<file path="src/hw/ddrtc_pkg.sv">
package ddrtc_pkg;
  typedef logic [9:0] ddrtc_cnt_t;
  typedef enum logic [3:0] {
    OP_NOP, OP_MRS, OP_ACT, OP_RD, OP_RDA, OP_WR, OP_WRA, OP_PRE,
    OP_PREA, OP_REF, OP_PDE, OP_PDX, OP_SRE, OP_SRX, OP_ODT1, OP_ODT0
  } ddrtc_op_t;

  // ----------------------------------------------------------------
  // Timing in picoseconds
  // ----------------------------------------------------------------
  localparam int CLK_PS        = 100000;
  localparam int T_RAS_S_PS    = 40000;
  localparam int T_RAS_F_PS    = 45000;
  localparam int T_RAS_MAX_PS  = 70000000;
  localparam int T_RC_S_PS     = 55000;
  localparam int T_RC_F_PS     = 60000;
  localparam int T_RFC_PS      = 105000;
  localparam int T_XSNR_ADD_PS = 10000;
  localparam int T_RCD_PS      = 15000;
  localparam int T_RP_PS       = 15000;
  localparam int T_WR_PS       = 15000;
  localparam int T_RRD_1K_PS   = 7500;
  localparam int T_RRD_2K_PS   = 10000;
  localparam int T_WTR_S_PS    = 10000;
  localparam int T_WTR_F_PS    = 7500;
  localparam int T_RTP_PS      = 7500;
  localparam int T_REFI_PS     = 7800000;
  localparam int T_REFI_HOT_PS = 3900000;

  // ----------------------------------------------------------------
  // Timing in link clock cycles
  // ----------------------------------------------------------------
  localparam int MRD_C     = 2;
  localparam int CCD_C     = 2;
  localparam int XARD_C    = 2;
  localparam int XARDS_C   = 6;
  localparam int XP_C      = 2;
  localparam int XSRD_C    = 200;
  localparam int CKE_C     = 3;
  localparam int WTR_MIN_C = 2;
  localparam int ANPD_C    = 3;
  localparam int AXPD_C    = 8;
  localparam int OWED_MAX  = 8;
  localparam int BL_HALF   = 2;
  localparam int RAS_GUARD = 16;

  function automatic int cyc_up(input int ps, input int tck);
    int c;
    c = (ps + tck - 1) / tck;
    return (c < 1) ? 1 : c;
  endfunction

  function automatic int cyc_dn(input int ps, input int tck);
    int c;
    c = ps / tck;
    return (c < 1) ? 1 : c;
  endfunction

  // ----------------------------------------------------------------
  // Register map and fields
  // ----------------------------------------------------------------
  localparam logic [7:0] REG_CMD  = 8'h00;
  localparam logic [7:0] REG_CFG  = 8'h04;
  localparam logic [7:0] REG_STAT = 8'h08;
  localparam int CMD_OP_LSB   = 0;
  localparam int CMD_BA_LSB   = 4;
  localparam int CMD_ADDR_LSB = 16;
  localparam int CFG_FAST     = 0;
  localparam int CFG_PAGE2K   = 1;
  localparam int CFG_HOT      = 2;
  localparam int MR_CL_LSB    = 4;
  localparam int MR_WR_LSB    = 9;
  localparam int MR_SLOW_BIT  = 12;
  localparam int EMR_AL_LSB   = 3;
  localparam int A10_BIT      = 10;
  localparam logic [2:0] CL_RST  = 3'h3;
  localparam logic [2:0] WRM_RST = 3'h2;
  // Pin codes on ras_n, cas_n, we_n
  localparam logic [2:0] PC_MRS = 3'h0;
  localparam logic [2:0] PC_REF = 3'h1;
  localparam logic [2:0] PC_PRE = 3'h2;
  localparam logic [2:0] PC_ACT = 3'h3;
  localparam logic [2:0] PC_WR  = 3'h4;
  localparam logic [2:0] PC_RD  = 3'h5;
  localparam logic [2:0] PC_NOP = 3'h7;
endpackage

</file>
<file path="src/hw/ddrtc_ctrl.sv">
// Our own choices: the address map and register access over APB.
`timescale 1ns/1ps
module ddrtc_ctrl #(
  parameter int CK_DIV = 2
) (
  // System
  input  logic        clk,
  input  logic        reset,
  // APB slave
  input  logic        psel,
  input  logic        penable,
  input  logic        pwrite,
  input  logic [7:0]  paddr,
  input  logic [31:0] pwdata,
  output logic        pready,
  output logic [31:0] prdata,
  output logic        pslverr,
  // Memory pins
  output logic        ck,
  output logic        cke,
  output logic        cs_n,
  output logic        ras_n,
  output logic        cas_n,
  output logic        we_n,
  output logic [1:0]  ba,
  output logic [13:0] addr,
  output logic        odt,
  output logic        dqs_out,
  output logic        dqs_oe
);
  import ddrtc_pkg::*;
  typedef ddrtc_cnt_t cnt_t;
  localparam int TCK = CLK_PS * CK_DIV;

  function automatic cnt_t cu(input int ps);
    return cnt_t'(cyc_up(ps, TCK));
  endfunction
  function automatic logic ok(input cnt_t x);
    return x <= cnt_t'(1);
  endfunction
  function automatic cnt_t mx(input cnt_t a, input cnt_t b);
    return (a > b) ? a : b;
  endfunction

  // Picosecond figures rounded up to link cycles; the tRAS limit and refresh intervals round down
  localparam cnt_t RAS_S = cu(T_RAS_S_PS);
  localparam cnt_t RAS_F = cu(T_RAS_F_PS);
  localparam cnt_t RAS_LIM = cnt_t'(cyc_dn(T_RAS_MAX_PS, TCK) - RAS_GUARD);
  localparam cnt_t RC_S = cu(T_RC_S_PS);
  localparam cnt_t RC_F = cu(T_RC_F_PS);
  localparam cnt_t RFC = cu(T_RFC_PS);
  localparam cnt_t XSNR = cu(T_RFC_PS + T_XSNR_ADD_PS);
  localparam cnt_t RCD = cu(T_RCD_PS);
  localparam cnt_t RP = cu(T_RP_PS);
  localparam cnt_t WRC = cu(T_WR_PS);
  localparam cnt_t RRD1 = cu(T_RRD_1K_PS);
  localparam cnt_t RRD2 = cu(T_RRD_2K_PS);
  localparam cnt_t WTR_S = mx(cu(T_WTR_S_PS), cnt_t'(WTR_MIN_C));
  localparam cnt_t WTR_F = mx(cu(T_WTR_F_PS), cnt_t'(WTR_MIN_C));
  localparam cnt_t RTP = cu(T_RTP_PS);
  localparam cnt_t REFI = cnt_t'(cyc_dn(T_REFI_PS, TCK));
  localparam cnt_t REFI_H = cnt_t'(cyc_dn(T_REFI_HOT_PS, TCK));
  localparam cnt_t BLH = cnt_t'(BL_HALF);
  localparam logic [3:0] HALF = 4'(CK_DIV / 2);
  localparam logic [3:0] LAST = 4'(CK_DIV - 1);
  localparam int MRD_A = MRD_C - 1;
  localparam int CCD_A = CCD_C - 1;
  localparam int CKE_A = CKE_C - 1;
  localparam int ANPD_A = ANPD_C - 1;

  // ----------------------------------------------------------------
  // Link clock divider
  // ----------------------------------------------------------------
  logic [3:0] phase;
  logic [3:0] next_phase;
  logic       tick;
  assign tick = (phase == LAST);
  assign next_phase = tick ? 4'h0 : phase + 4'h1;

  // Commands change at the falling edge, so they sit centred on the rise
  always_ff @(posedge clk or posedge reset) begin
    if (reset) begin
      phase <= 4'h0;
      ck    <= 1'b0;
    end else begin
      phase <= next_phase;
      ck    <= (next_phase >= HALF);
    end
  end

  // ----------------------------------------------------------------
  // APB registers
  // ----------------------------------------------------------------
  logic        pend, err, fast, page2k, hot, sr, pd_open, slow_exit;
  ddrtc_op_t   sw_op;
  logic [1:0]  sw_ba;
  logic [13:0] sw_addr;
  logic [2:0]  cl, al, wrm;
  logic [3:0]  owed, open;
  logic        acc, sw_take, sw_drop, issue;
  assign acc = psel & penable;
  assign pready = 1'b1;
  assign pslverr = acc & (paddr != REG_CMD) & (paddr != REG_CFG) & (paddr != REG_STAT);

  always_ff @(posedge clk or posedge reset) begin
    if (reset) begin
      pend    <= 1'b0;
      sw_op   <= OP_NOP;
      sw_ba   <= 2'h0;
      sw_addr <= 14'h0000;
    end else if (sw_take) begin
      pend <= 1'b0;
    end else if (acc && pwrite && paddr == REG_CMD && !pend) begin
      pend    <= 1'b1;
      sw_op   <= ddrtc_op_t'(pwdata[CMD_OP_LSB +: 4]);
      sw_ba   <= pwdata[CMD_BA_LSB +: 2];
      sw_addr <= pwdata[CMD_ADDR_LSB +: 14];
    end
  end

  always_ff @(posedge clk or posedge reset) begin
    if (reset) begin
      fast   <= 1'b0;
      page2k <= 1'b0;
      hot    <= 1'b0;
      err    <= 1'b0;
    end else begin
      if (acc && pwrite && paddr == REG_CFG) begin
        fast   <= pwdata[CFG_FAST];
        page2k <= pwdata[CFG_PAGE2K];
        hot    <= pwdata[CFG_HOT];
      end
      // A drop in the same cycle as the clear keeps the flag
      if (sw_drop)
        err <= 1'b1;
      else if (acc && pwrite && paddr == REG_STAT)
        err <= 1'b0;
    end
  end

  // Read data captured in the setup cycle
  always_ff @(posedge clk or posedge reset) begin
    if (reset) begin
      prdata <= 32'h0000_0000;
    end else if (psel && !penable) begin
      if (paddr == REG_CMD)
        prdata <= {2'h0, sw_addr, 10'h000, sw_ba, sw_op};
      else if (paddr == REG_CFG)
        prdata <= {29'h0, hot, page2k, fast};
      else if (paddr == REG_STAT)
        prdata <= {16'h0, err, odt, sr, cke, open, owed, 3'h0, pend};
      else
        prdata <= 32'h0000_0000;
    end
  end

  // ----------------------------------------------------------------
  // Timers
  // ----------------------------------------------------------------
  cnt_t rc_c [4];
  cnt_t rcd_c[4];
  cnt_t pre_c[4];
  cnt_t act_c[4];
  cnt_t age  [4];
  cnt_t mrd, rrd, ccd, wtr, rfc, xp, xrd, cke_c, odt_c, axp, wcnt, refi;
  cnt_t next_wcnt, wl;
  ddrtc_op_t op;
  logic [1:0]  ob;
  logic [13:0] oa;
  logic from_sw, st, tm, urgent;
  assign wl = cnt_t'(al) + cnt_t'(cl) - cnt_t'(1);
  assign urgent = owed >= 4'(OWED_MAX - 1);

  // Housekeeping first: overdue rows, refresh once OWED_MAX - 1 are owed, then software
  always_comb begin
    op = OP_NOP;
    ob = sw_ba;
    oa = sw_addr;
    from_sw = 1'b0;
    for (int b = 0; b < 4; b++) begin
      if (open[b] && age[b] >= RAS_LIM && op == OP_NOP) begin
        op = cke ? OP_PRE : OP_PDX;
        ob = 2'(b);
      end
    end
    if (op != OP_NOP) begin
      oa = 14'h0000;
    end else if (urgent && !sr) begin
      oa = 14'h0000;
      if (!cke)
        op = OP_PDX;
      else
        op = (|open) ? OP_PREA : OP_REF;
    end else if (pend) begin
      op = sw_op;
      from_sw = 1'b1;
    end
  end

  // Structure in st, spacing in tm
  always_comb begin
    logic base;
    logic allpre, allrc, closed;
    base = cke && ok(mrd) && ok(xp);
    allpre = 1'b1;
    allrc = 1'b1;
    for (int b = 0; b < 4; b++) begin
      allpre &= ok(pre_c[b]);
      allrc &= ok(rc_c[b]);
    end
    closed = ~|open;
    st = 1'b0;
    tm = 1'b0;
    case (op)
      OP_NOP: begin
        st = 1'b1;
        tm = 1'b1;
      end
      OP_MRS: begin
        st = cke && closed;
        tm = base;
      end
      OP_ACT: begin
        st = cke && !open[ob];
        tm = base && ok(rc_c[ob]) && ok(act_c[ob]) && ok(rrd) && ok(rfc);
      end
      OP_RD, OP_RDA: begin
        st = cke && open[ob];
        tm = base && ok(rcd_c[ob]) && ok(ccd) && ok(wtr) && ok(xrd);
      end
      OP_WR, OP_WRA: begin
        st = cke && open[ob];
        tm = base && ok(rcd_c[ob]) && ok(ccd) && wcnt == '0;
      end
      OP_PRE: begin
        st = cke;
        tm = base && ok(pre_c[ob]);
      end
      OP_PREA: begin
        st = cke;
        tm = base && allpre;
      end
      OP_REF: begin
        st = cke && closed;
        tm = base && ok(rfc) && allrc;
      end
      OP_PDE, OP_SRE: begin
        st = cke && (op == OP_PDE || closed);
        tm = base && ok(cke_c) && ok(odt_c) && ok(wtr) && ok(rfc) && wcnt == '0;
      end
      OP_PDX, OP_SRX: begin
        st = !cke && (sr == (op == OP_SRX));
        tm = ok(cke_c);
      end
      default: begin
        st = cke;
        tm = ok(axp);
      end
    endcase
  end

  assign issue = tick && st && tm && op != OP_NOP;
  assign sw_take = tick && from_sw && (!st || tm);
  assign sw_drop = tick && from_sw && !st;

  // Per-bank timers
  always_ff @(posedge clk or posedge reset) begin
    if (reset) begin
      open <= 4'h0;
      for (int b = 0; b < 4; b++) begin
        rc_c[b] <= '0;
        rcd_c[b] <= '0;
        pre_c[b] <= '0;
        act_c[b] <= '0;
        age[b] <= '0;
      end
    end else if (tick) begin
      for (int b = 0; b < 4; b++) begin
        if (rc_c[b] != '0) rc_c[b] <= rc_c[b] - cnt_t'(1);
        if (rcd_c[b] != '0) rcd_c[b] <= rcd_c[b] - cnt_t'(1);
        if (pre_c[b] != '0) pre_c[b] <= pre_c[b] - cnt_t'(1);
        if (act_c[b] != '0) act_c[b] <= act_c[b] - cnt_t'(1);
        if (open[b] && age[b] != '1) age[b] <= age[b] + cnt_t'(1);
        if (issue && op == OP_PREA && open[b]) act_c[b] <= RP;
      end
      if (issue) begin
        case (op)
          OP_ACT: begin
            open[ob] <= 1'b1;
            rc_c[ob] <= fast ? RC_F : RC_S;
            rcd_c[ob] <= RCD;
            pre_c[ob] <= fast ? RAS_F : RAS_S;
            age[ob] <= '0;
          end
          OP_RD: pre_c[ob] <= mx(pre_c[ob], cnt_t'(al) + RTP);
          OP_RDA: begin
            open[ob] <= 1'b0;
            act_c[ob] <= mx(pre_c[ob], cnt_t'(al) + RTP) + RP;
          end
          OP_WR: pre_c[ob] <= mx(pre_c[ob], wl + BLH + WRC);
          OP_WRA: begin
            open[ob] <= 1'b0;
            act_c[ob] <= wl + BLH + mx(cnt_t'(wrm) + cnt_t'(1), WRC) + RP;
          end
          OP_PRE: begin
            open[ob] <= 1'b0;
            if (open[ob]) act_c[ob] <= RP;
          end
          OP_PREA: open <= 4'h0;
          default: open <= open;
        endcase
      end
    end
  end

  // Shared timers
  always_ff @(posedge clk or posedge reset) begin
    if (reset) begin
      {mrd, rrd, ccd, wtr, rfc, xp, xrd, cke_c, odt_c, axp} <= '0;
    end else if (tick) begin
      if (mrd != '0) mrd <= mrd - cnt_t'(1);
      if (rrd != '0) rrd <= rrd - cnt_t'(1);
      if (ccd != '0) ccd <= ccd - cnt_t'(1);
      if (wtr != '0) wtr <= wtr - cnt_t'(1);
      if (rfc != '0) rfc <= rfc - cnt_t'(1);
      if (xp != '0) xp <= xp - cnt_t'(1);
      if (xrd != '0) xrd <= xrd - cnt_t'(1);
      if (cke_c != '0) cke_c <= cke_c - cnt_t'(1);
      if (odt_c != '0) odt_c <= odt_c - cnt_t'(1);
      if (axp != '0) axp <= axp - cnt_t'(1);
      if (issue) begin
        case (op)
          OP_MRS: mrd <= cnt_t'(MRD_C);
          OP_ACT: rrd <= page2k ? RRD2 : RRD1;
          OP_RD, OP_RDA: ccd <= cnt_t'(CCD_C);
          OP_WR, OP_WRA: begin
            ccd <= cnt_t'(CCD_C);
            wtr <= wl + BLH + (fast ? WTR_F : WTR_S);
          end
          OP_REF: rfc <= RFC;
          OP_PDE, OP_SRE: cke_c <= cnt_t'(CKE_C);
          OP_PDX: begin
            cke_c <= cnt_t'(CKE_C);
            xp <= pd_open ? cnt_t'(XARD_C) : cnt_t'(XP_C);
            xrd <= (pd_open && slow_exit) ? cnt_t'(XARDS_C) - cnt_t'(al) : '0;
            axp <= cnt_t'(AXPD_C);
          end
          OP_SRX: begin
            cke_c <= cnt_t'(CKE_C);
            xp <= XSNR;
            xrd <= cnt_t'(XSRD_C);
            axp <= cnt_t'(AXPD_C);
          end
          OP_ODT1, OP_ODT0: odt_c <= cnt_t'(ANPD_C);
          default: mrd <= mrd;
        endcase
      end
    end
  end

  // ----------------------------------------------------------------
  // Mode, power and refresh state
  // ----------------------------------------------------------------
  always_ff @(posedge clk or posedge reset) begin
    if (reset) begin
      cke <= 1'b1;
      sr <= 1'b0;
      pd_open <= 1'b0;
      odt <= 1'b0;
      cl <= CL_RST;
      al <= 3'h0;
      wrm <= WRM_RST;
      slow_exit <= 1'b0;
    end else if (issue) begin
      case (op)
        OP_MRS: begin
          if (ob == 2'h0) begin
            slow_exit <= oa[MR_SLOW_BIT];
            cl <= oa[MR_CL_LSB +: 3];
            wrm <= oa[MR_WR_LSB +: 3];
          end else if (ob == 2'h1) begin
            al <= oa[EMR_AL_LSB +: 3];
          end
        end
        OP_PDE: begin
          cke <= 1'b0;
          pd_open <= |open;
        end
        OP_SRE: begin
          cke <= 1'b0;
          sr <= 1'b1;
        end
        OP_PDX: cke <= 1'b1;
        OP_SRX: begin
          cke <= 1'b1;
          sr <= 1'b0;
        end
        OP_ODT1: odt <= 1'b1;
        OP_ODT0: odt <= 1'b0;
        default: cke <= cke;
      endcase
    end
  end

  // No refresh is owed while the device refreshes itself
  always_ff @(posedge clk or posedge reset) begin
    if (reset) begin
      refi <= '0;
      owed <= 4'h0;
    end else if (tick) begin
      logic hit, paid;
      hit = (refi >= (hot ? REFI_H : REFI) - cnt_t'(1));
      paid = issue && (op == OP_REF || op == OP_SRE);
      refi <= (hit || sr) ? '0 : refi + cnt_t'(1);
      if (paid)
        owed <= (op == OP_SRE) ? 4'h0 : owed - 4'h1 + 4'(hit && !sr);
      else if (hit && !sr && owed < 4'(OWED_MAX))
        owed <= owed + 4'h1;
    end
  end

  // ----------------------------------------------------------------
  // Command pins and write strobe
  // ----------------------------------------------------------------
  always_ff @(posedge clk or posedge reset) begin
    if (reset) begin
      cs_n <= 1'b1;
      {ras_n, cas_n, we_n} <= PC_NOP;
      ba <= 2'h0;
      addr <= 14'h0000;
    end else if (tick) begin
      logic [2:0] pc;
      case (op)
        OP_MRS: pc = PC_MRS;
        OP_ACT: pc = PC_ACT;
        OP_RD, OP_RDA: pc = PC_RD;
        OP_WR, OP_WRA: pc = PC_WR;
        OP_PRE, OP_PREA: pc = PC_PRE;
        OP_REF, OP_SRE: pc = PC_REF;
        default: pc = PC_NOP;
      endcase
      cs_n <= !(issue && pc != PC_NOP);
      {ras_n, cas_n, we_n} <= issue ? pc : PC_NOP;
      ba <= ob;
      addr <= oa;
      if (op == OP_RDA || op == OP_WRA || op == OP_PREA)
        addr[A10_BIT] <= 1'b1;
      else if (op != OP_MRS && op != OP_ACT)
        addr[A10_BIT] <= 1'b0;
    end
  end

  // Writes wait for the strobe window to drain; costs bus rate, saves logic
  always_comb begin
    next_wcnt = wcnt;
    if (tick && issue && (op == OP_WR || op == OP_WRA))
      next_wcnt = wl + BLH;
    else if (tick && wcnt != '0)
      next_wcnt = wcnt - cnt_t'(1);
  end

  always_ff @(posedge clk or posedge reset) begin
    if (reset) begin
      wcnt <= '0;
      dqs_oe <= 1'b0;
      dqs_out <= 1'b0;
    end else begin
      wcnt <= next_wcnt;
      dqs_oe <= next_wcnt != '0 && next_wcnt <= BLH + cnt_t'(1);
      dqs_out <= next_wcnt != '0 && next_wcnt <= BLH && next_phase >= HALF;
    end
  end

  // ----------------------------------------------------------------
  // Checks
  // ----------------------------------------------------------------
  cnt_t gap, cke_age, odt_age;
  ddrtc_op_t last_op;
  always_ff @(posedge clk or posedge reset) begin
    if (reset) begin
      gap <= '1;
      cke_age <= '1;
      odt_age <= '1;
      last_op <= OP_NOP;
    end else if (tick) begin
      gap <= issue ? '0 : (gap == '1 ? gap : gap + cnt_t'(1));
      if (issue) last_op <= op;
      cke_age <= cke_age == '1 ? cke_age : cke_age + cnt_t'(1);
      odt_age <= odt_age == '1 ? odt_age : odt_age + cnt_t'(1);
      if (issue && op inside {OP_PDE, OP_PDX, OP_SRE, OP_SRX}) cke_age <= '0;
      if (issue && op inside {OP_ODT1, OP_ODT0}) odt_age <= '0;
    end
  end
endmodule

</file>
<file path="config.mk">
export PLATFORM = sky130hd
export DESIGN_NAME = ddrtc_ctrl
export DESIGN_NICKNAME = d
export VERILOG_FILES = /design/src/hw/ddrtc_pkg.sv /design/src/hw/ddrtc_ctrl.sv
export SDC_FILE = /design/constraint.sdc
export NUM_CORES = 2
export LEC_CHECK = 0
export BUFFER_PORTS_ARGS = -buffer_cell sky130_fd_sc_hd__buf_2
export CAP_MARGIN = 10
export CELL_PAD_IN_SITES_DETAIL_PLACEMENT = 2
export CELL_PAD_IN_SITES_GLOBAL_PLACEMENT = 2
export CORE_MARGIN = 4
export CORE_UTILIZATION = 39
export CTS_CLUSTER_DIAMETER = 150
export DETAILED_ROUTE_END_ITERATION = 7
export GPL_ROUTABILITY_DRIVEN = 0
export PLACE_DENSITY = 0.8
export SETUP_SLACK_MARGIN = 0.5
export SYNTH_ARGS = -nofsm -noshare
export SYNTH_HDL_FRONTEND = slang
export SYNTH_SLANG_ARGS = --single-unit
</file>
<file path="constraint.sdc">
create_clock -name clk -period 22.2 [get_ports clk]
set_clock_uncertainty 0.2 [all_clocks]
set_input_delay 5.55 -clock clk [delete_from_list [all_inputs] [get_ports clk]]
set_output_delay 5.55 -clock clk [all_outputs]
set_load 0.1 [all_outputs]
</file>
==> summary.md <==
| Metric | Value |
|---|---|
| Clock buffer depth | 3 |
| Initial antenna violation count | 3 |
| Ys flop type | dfrtp_1 |
| Fillers | 7976 |
| CTS tree | yes |
| Chip width | 276 um |
| Antenna viol nets, final | 0 |
| Hold Path End | ba[1] |
| Non-Filler Instances | 4361 |
| Most common library cells after synthesis | 416 x dfrtp_1, 376 x nor2_1, 370 x nand2_1 |
| Vias | 27200 |
| Unique masters post-synth | 107 |
| Share of layout cells above drive strength 1 | 10.4% |
| Post-CTS Setup Bufs | 0 |
| WS Path Type | primary input to primary output |
| Number of DRC markers in iteration 0 | 1840 |
| Yosys Warn Count | 0 |
| Leading area contributor after synthesis | dfrtp_1 |
| Yosys top cell area share | 37.1% |
| M2 GR Usage | 50.5% |
| CTS Root Cell | clkbuf_16 |
| WP data arrival | 6.56 ns |
| First-pass GRT wire length | 178 mm |
| Max Freq | 81.2 MHz |
| Top-count cell post-synth | dfrtp_1 |
| Area of the multi-input gates | 0.0162 mm^2 |
| Num Clock Sinks | 424 |
| FF-to-FF End | act_c[16] |
| CP most frequent cell | buf_2 |
| Final wirelength | 112 mm |
| Pre-antenna DRT Iters | 6 |
| Critical path's largest stage delay | 0.29 ns |
| Worst min-delay path class | register to register |
| Clk slew on worst S/H paths | 0.06 ns |
| Post-route minimum period | 12.31 ns |
| Top area cells in the synthesized netlist | dfrtp_1 37%, nor2_1 5.0%, nand2_1 5.0% |
| Fin nets | 3519 |
| Vias in the first global route | 30200 |
| Post_cts resized | 0 |
| Critical R2R Launch | age[10] |
| Pins Over Slew Limit | 0 |
| Worst setup margin | 9.89 ns |
| Hold_buf cts | 0 |
| IO Count | 104 |
| Hold Crit Depth | 2 |
| Die footprint | 0.0762 mm^2 |
| Worst-Margin Slew | 1.24 ns |
| Final setup violation count | 0 |
| Area grow syn2layout | 11.4% |
| Cells after synthesis | 3330 |
| Placed instance count | 4261 |
| Detailed placer's ending HPWL | 80.2 mm |
| Clock Latency Late Sink | 0.62 ns |
| Die height | 276 um |
| Cell Rows | 98 |
| CP max stage cell | buf_2 |
| LEAKAGE | 13.9 nW |
| Post-synth EDFFs | 0 |
| Max_slew headroom | 16.8% |
| Fin crit share | 55.5% |
| Gr busiest metal | met2 |
| Status | complete, no violations |
| TNS Setup | 0 ns |
| Worst setup EP type | primary output |
| Total core area | 0.0714 mm^2 |
| Vias per inst | 6.23 |
| IO buf count | 88 |
| Pin count of the biggest net entering global routing | 142 |
| Gr ovfl total | 0 |
| Initial Util | 39.3% |
| Register area | 0.0106 mm^2 |
| Worst endpoint required time | 16.45 ns |
| Max H-tree Level | 2 |
| Final core utilization | 43.8% |
| GR Layer Usage met1 | 34.8% |
| Placement Setup Slack | 9.89 ns |
| Clock buffer count from CTS | 54 |
| Pwr dens | 113 mW/mm^2 |
| CP max FO | 4 |
| Syn_area_per_cell | 8.42 um^2 |
| Setup slack, reg-to-reg | 13.77 ns |
| Reg2Reg Depth | 24 |
| VDD IR max | 0.0000677 V |
| Post-DR wirelength/cell | 25.8 um |
| Fin. Hold Viols | 0 |
| Met3 GRT Util | 4.94% |
| Setup repair after global routing missed its margin | no |
| Ys async rst share | 100% |
| DRC | 0 |
| Total track usage | 28.6% |
| Worst hold start | ba[1] |
| CP cell instances | buf_2, nor4_1, nand2_1, a21oi_1, nor2_1, buf_2 |
| Register area share after synthesis | 37.9% |
| #FFs+latches synth | 424 |
| Post-synthesis cell area | 0.0280 mm^2 |
| CP startpoint kind | primary input |
| MaxCap Viol Count | 0 |
[worst max-delay path: cells and delay by family]
family / cells / cell delay, ns
simple gates: 3 / 0.46
buf+inv: 2 / 0.38
compound gates: 1 / 0.16
[worst max path at each step]
stage	from	to
CTS	paddr[5]	pslverr
global route	paddr[5]	pslverr
floorplan	reset	act_c[0]
global placement	paddr[5]	pslverr
finish	paddr[5]	pslverr
detailed placement	paddr[5]	pslverr
[cell usage in the layout, fill, tap and decap left out, types with 49 or more instances in the layout]
cell / netlist / layout
nor4_1: 86 / 84
o22ai_1: 55 / 55
xnor2_1: 112 / 112
clkbuf_16: 0 / 55
nand4_1: 55 / 55
xor2_1: 74 / 74
o21ai_0: 187 / 187
buf_4: 7 / 49
nand3_1: 111 / 111
a21oi_1: 181 / 180
inv_1: 160 / 159
nor3_1: 143 / 141
dfrtp_1: 416 / 416
or3_1: 50 / 50
buf_2: 34 / 88
nand2_1: 370 / 369
ha_1: 104 / 104
nor2_1: 376 / 375
[where the power goes]
group          leakage [nW]  switching, W  internal (W)
Clock                 0.867      0.000373      0.000512
Sequential             5.60      0.000192      0.000923
Combinational          7.47      0.000991      0.000530
Total                  13.9       0.00156       0.00197
[stage by stage]
step	power (W)	instance area, um^2	hold WS, ns
2_1_floorplan	0.00215	28000	0.250
3_3_place_gp	0.00249	29500	0.248
3_5_place_dp	0.00261	29500	0.266
4_1_cts	0.00352	31200	0.279
5_1_grt	0.00374	31200	0.312
6_report	0.00352	31200	0.270
[sequential cells by signal, indices dropped and copies added, names as in the netlist, 4 cells and up]
name	flops
rfc	10
refi	10
rcd_c	40
ccd	10
owed	4
xrd	10
sw_op	4
age	40
open	4
odt_c	10
wtr	10
wcnt	10
mrd	10
rc_c	40
axp	10
prdata	30
pre_c	40
cke_c	10
phase	4
xp	10
sw_addr	14
addr	14
rrd	10
act_c	40
[routing by layer]
layer | part of all wire (%) | vias up
met5 | 0.024 | -
met4 | 4.2 | 4
met3 | 5.3 | 268
met2 | 50 | 696
met1 | 41 | 14000
li1 | - | 12200
[final cells by class]
cell class                      count  area share, %
Sequential cell                   424           34.0
Tap cell                          950           3.81
Antenna cell                        1        0.00801
Timing Repair Buffer              141           2.80
Clock buffer                       74           4.99
Multi-Input combinational cell   2586           51.8
Clock inverter                     24          0.613
Inverter                          161           1.96
[logic make-up after synthesis]
logic type | Yosys count | synth area share, %
buffers and inverters | 321 | 4.68
other | 2 | 0.0268
and+or+nand+nor | 1427 | 25.3
muxes | 65 | 2.45
AOI/OAI and AO/OA | 799 | 19.0
DFF | 424 | 37.9
xor gates and xnor gates | 186 | 5.81
adders and majority gates | 106 | 4.79
Power figures use the tool's default switching activity.
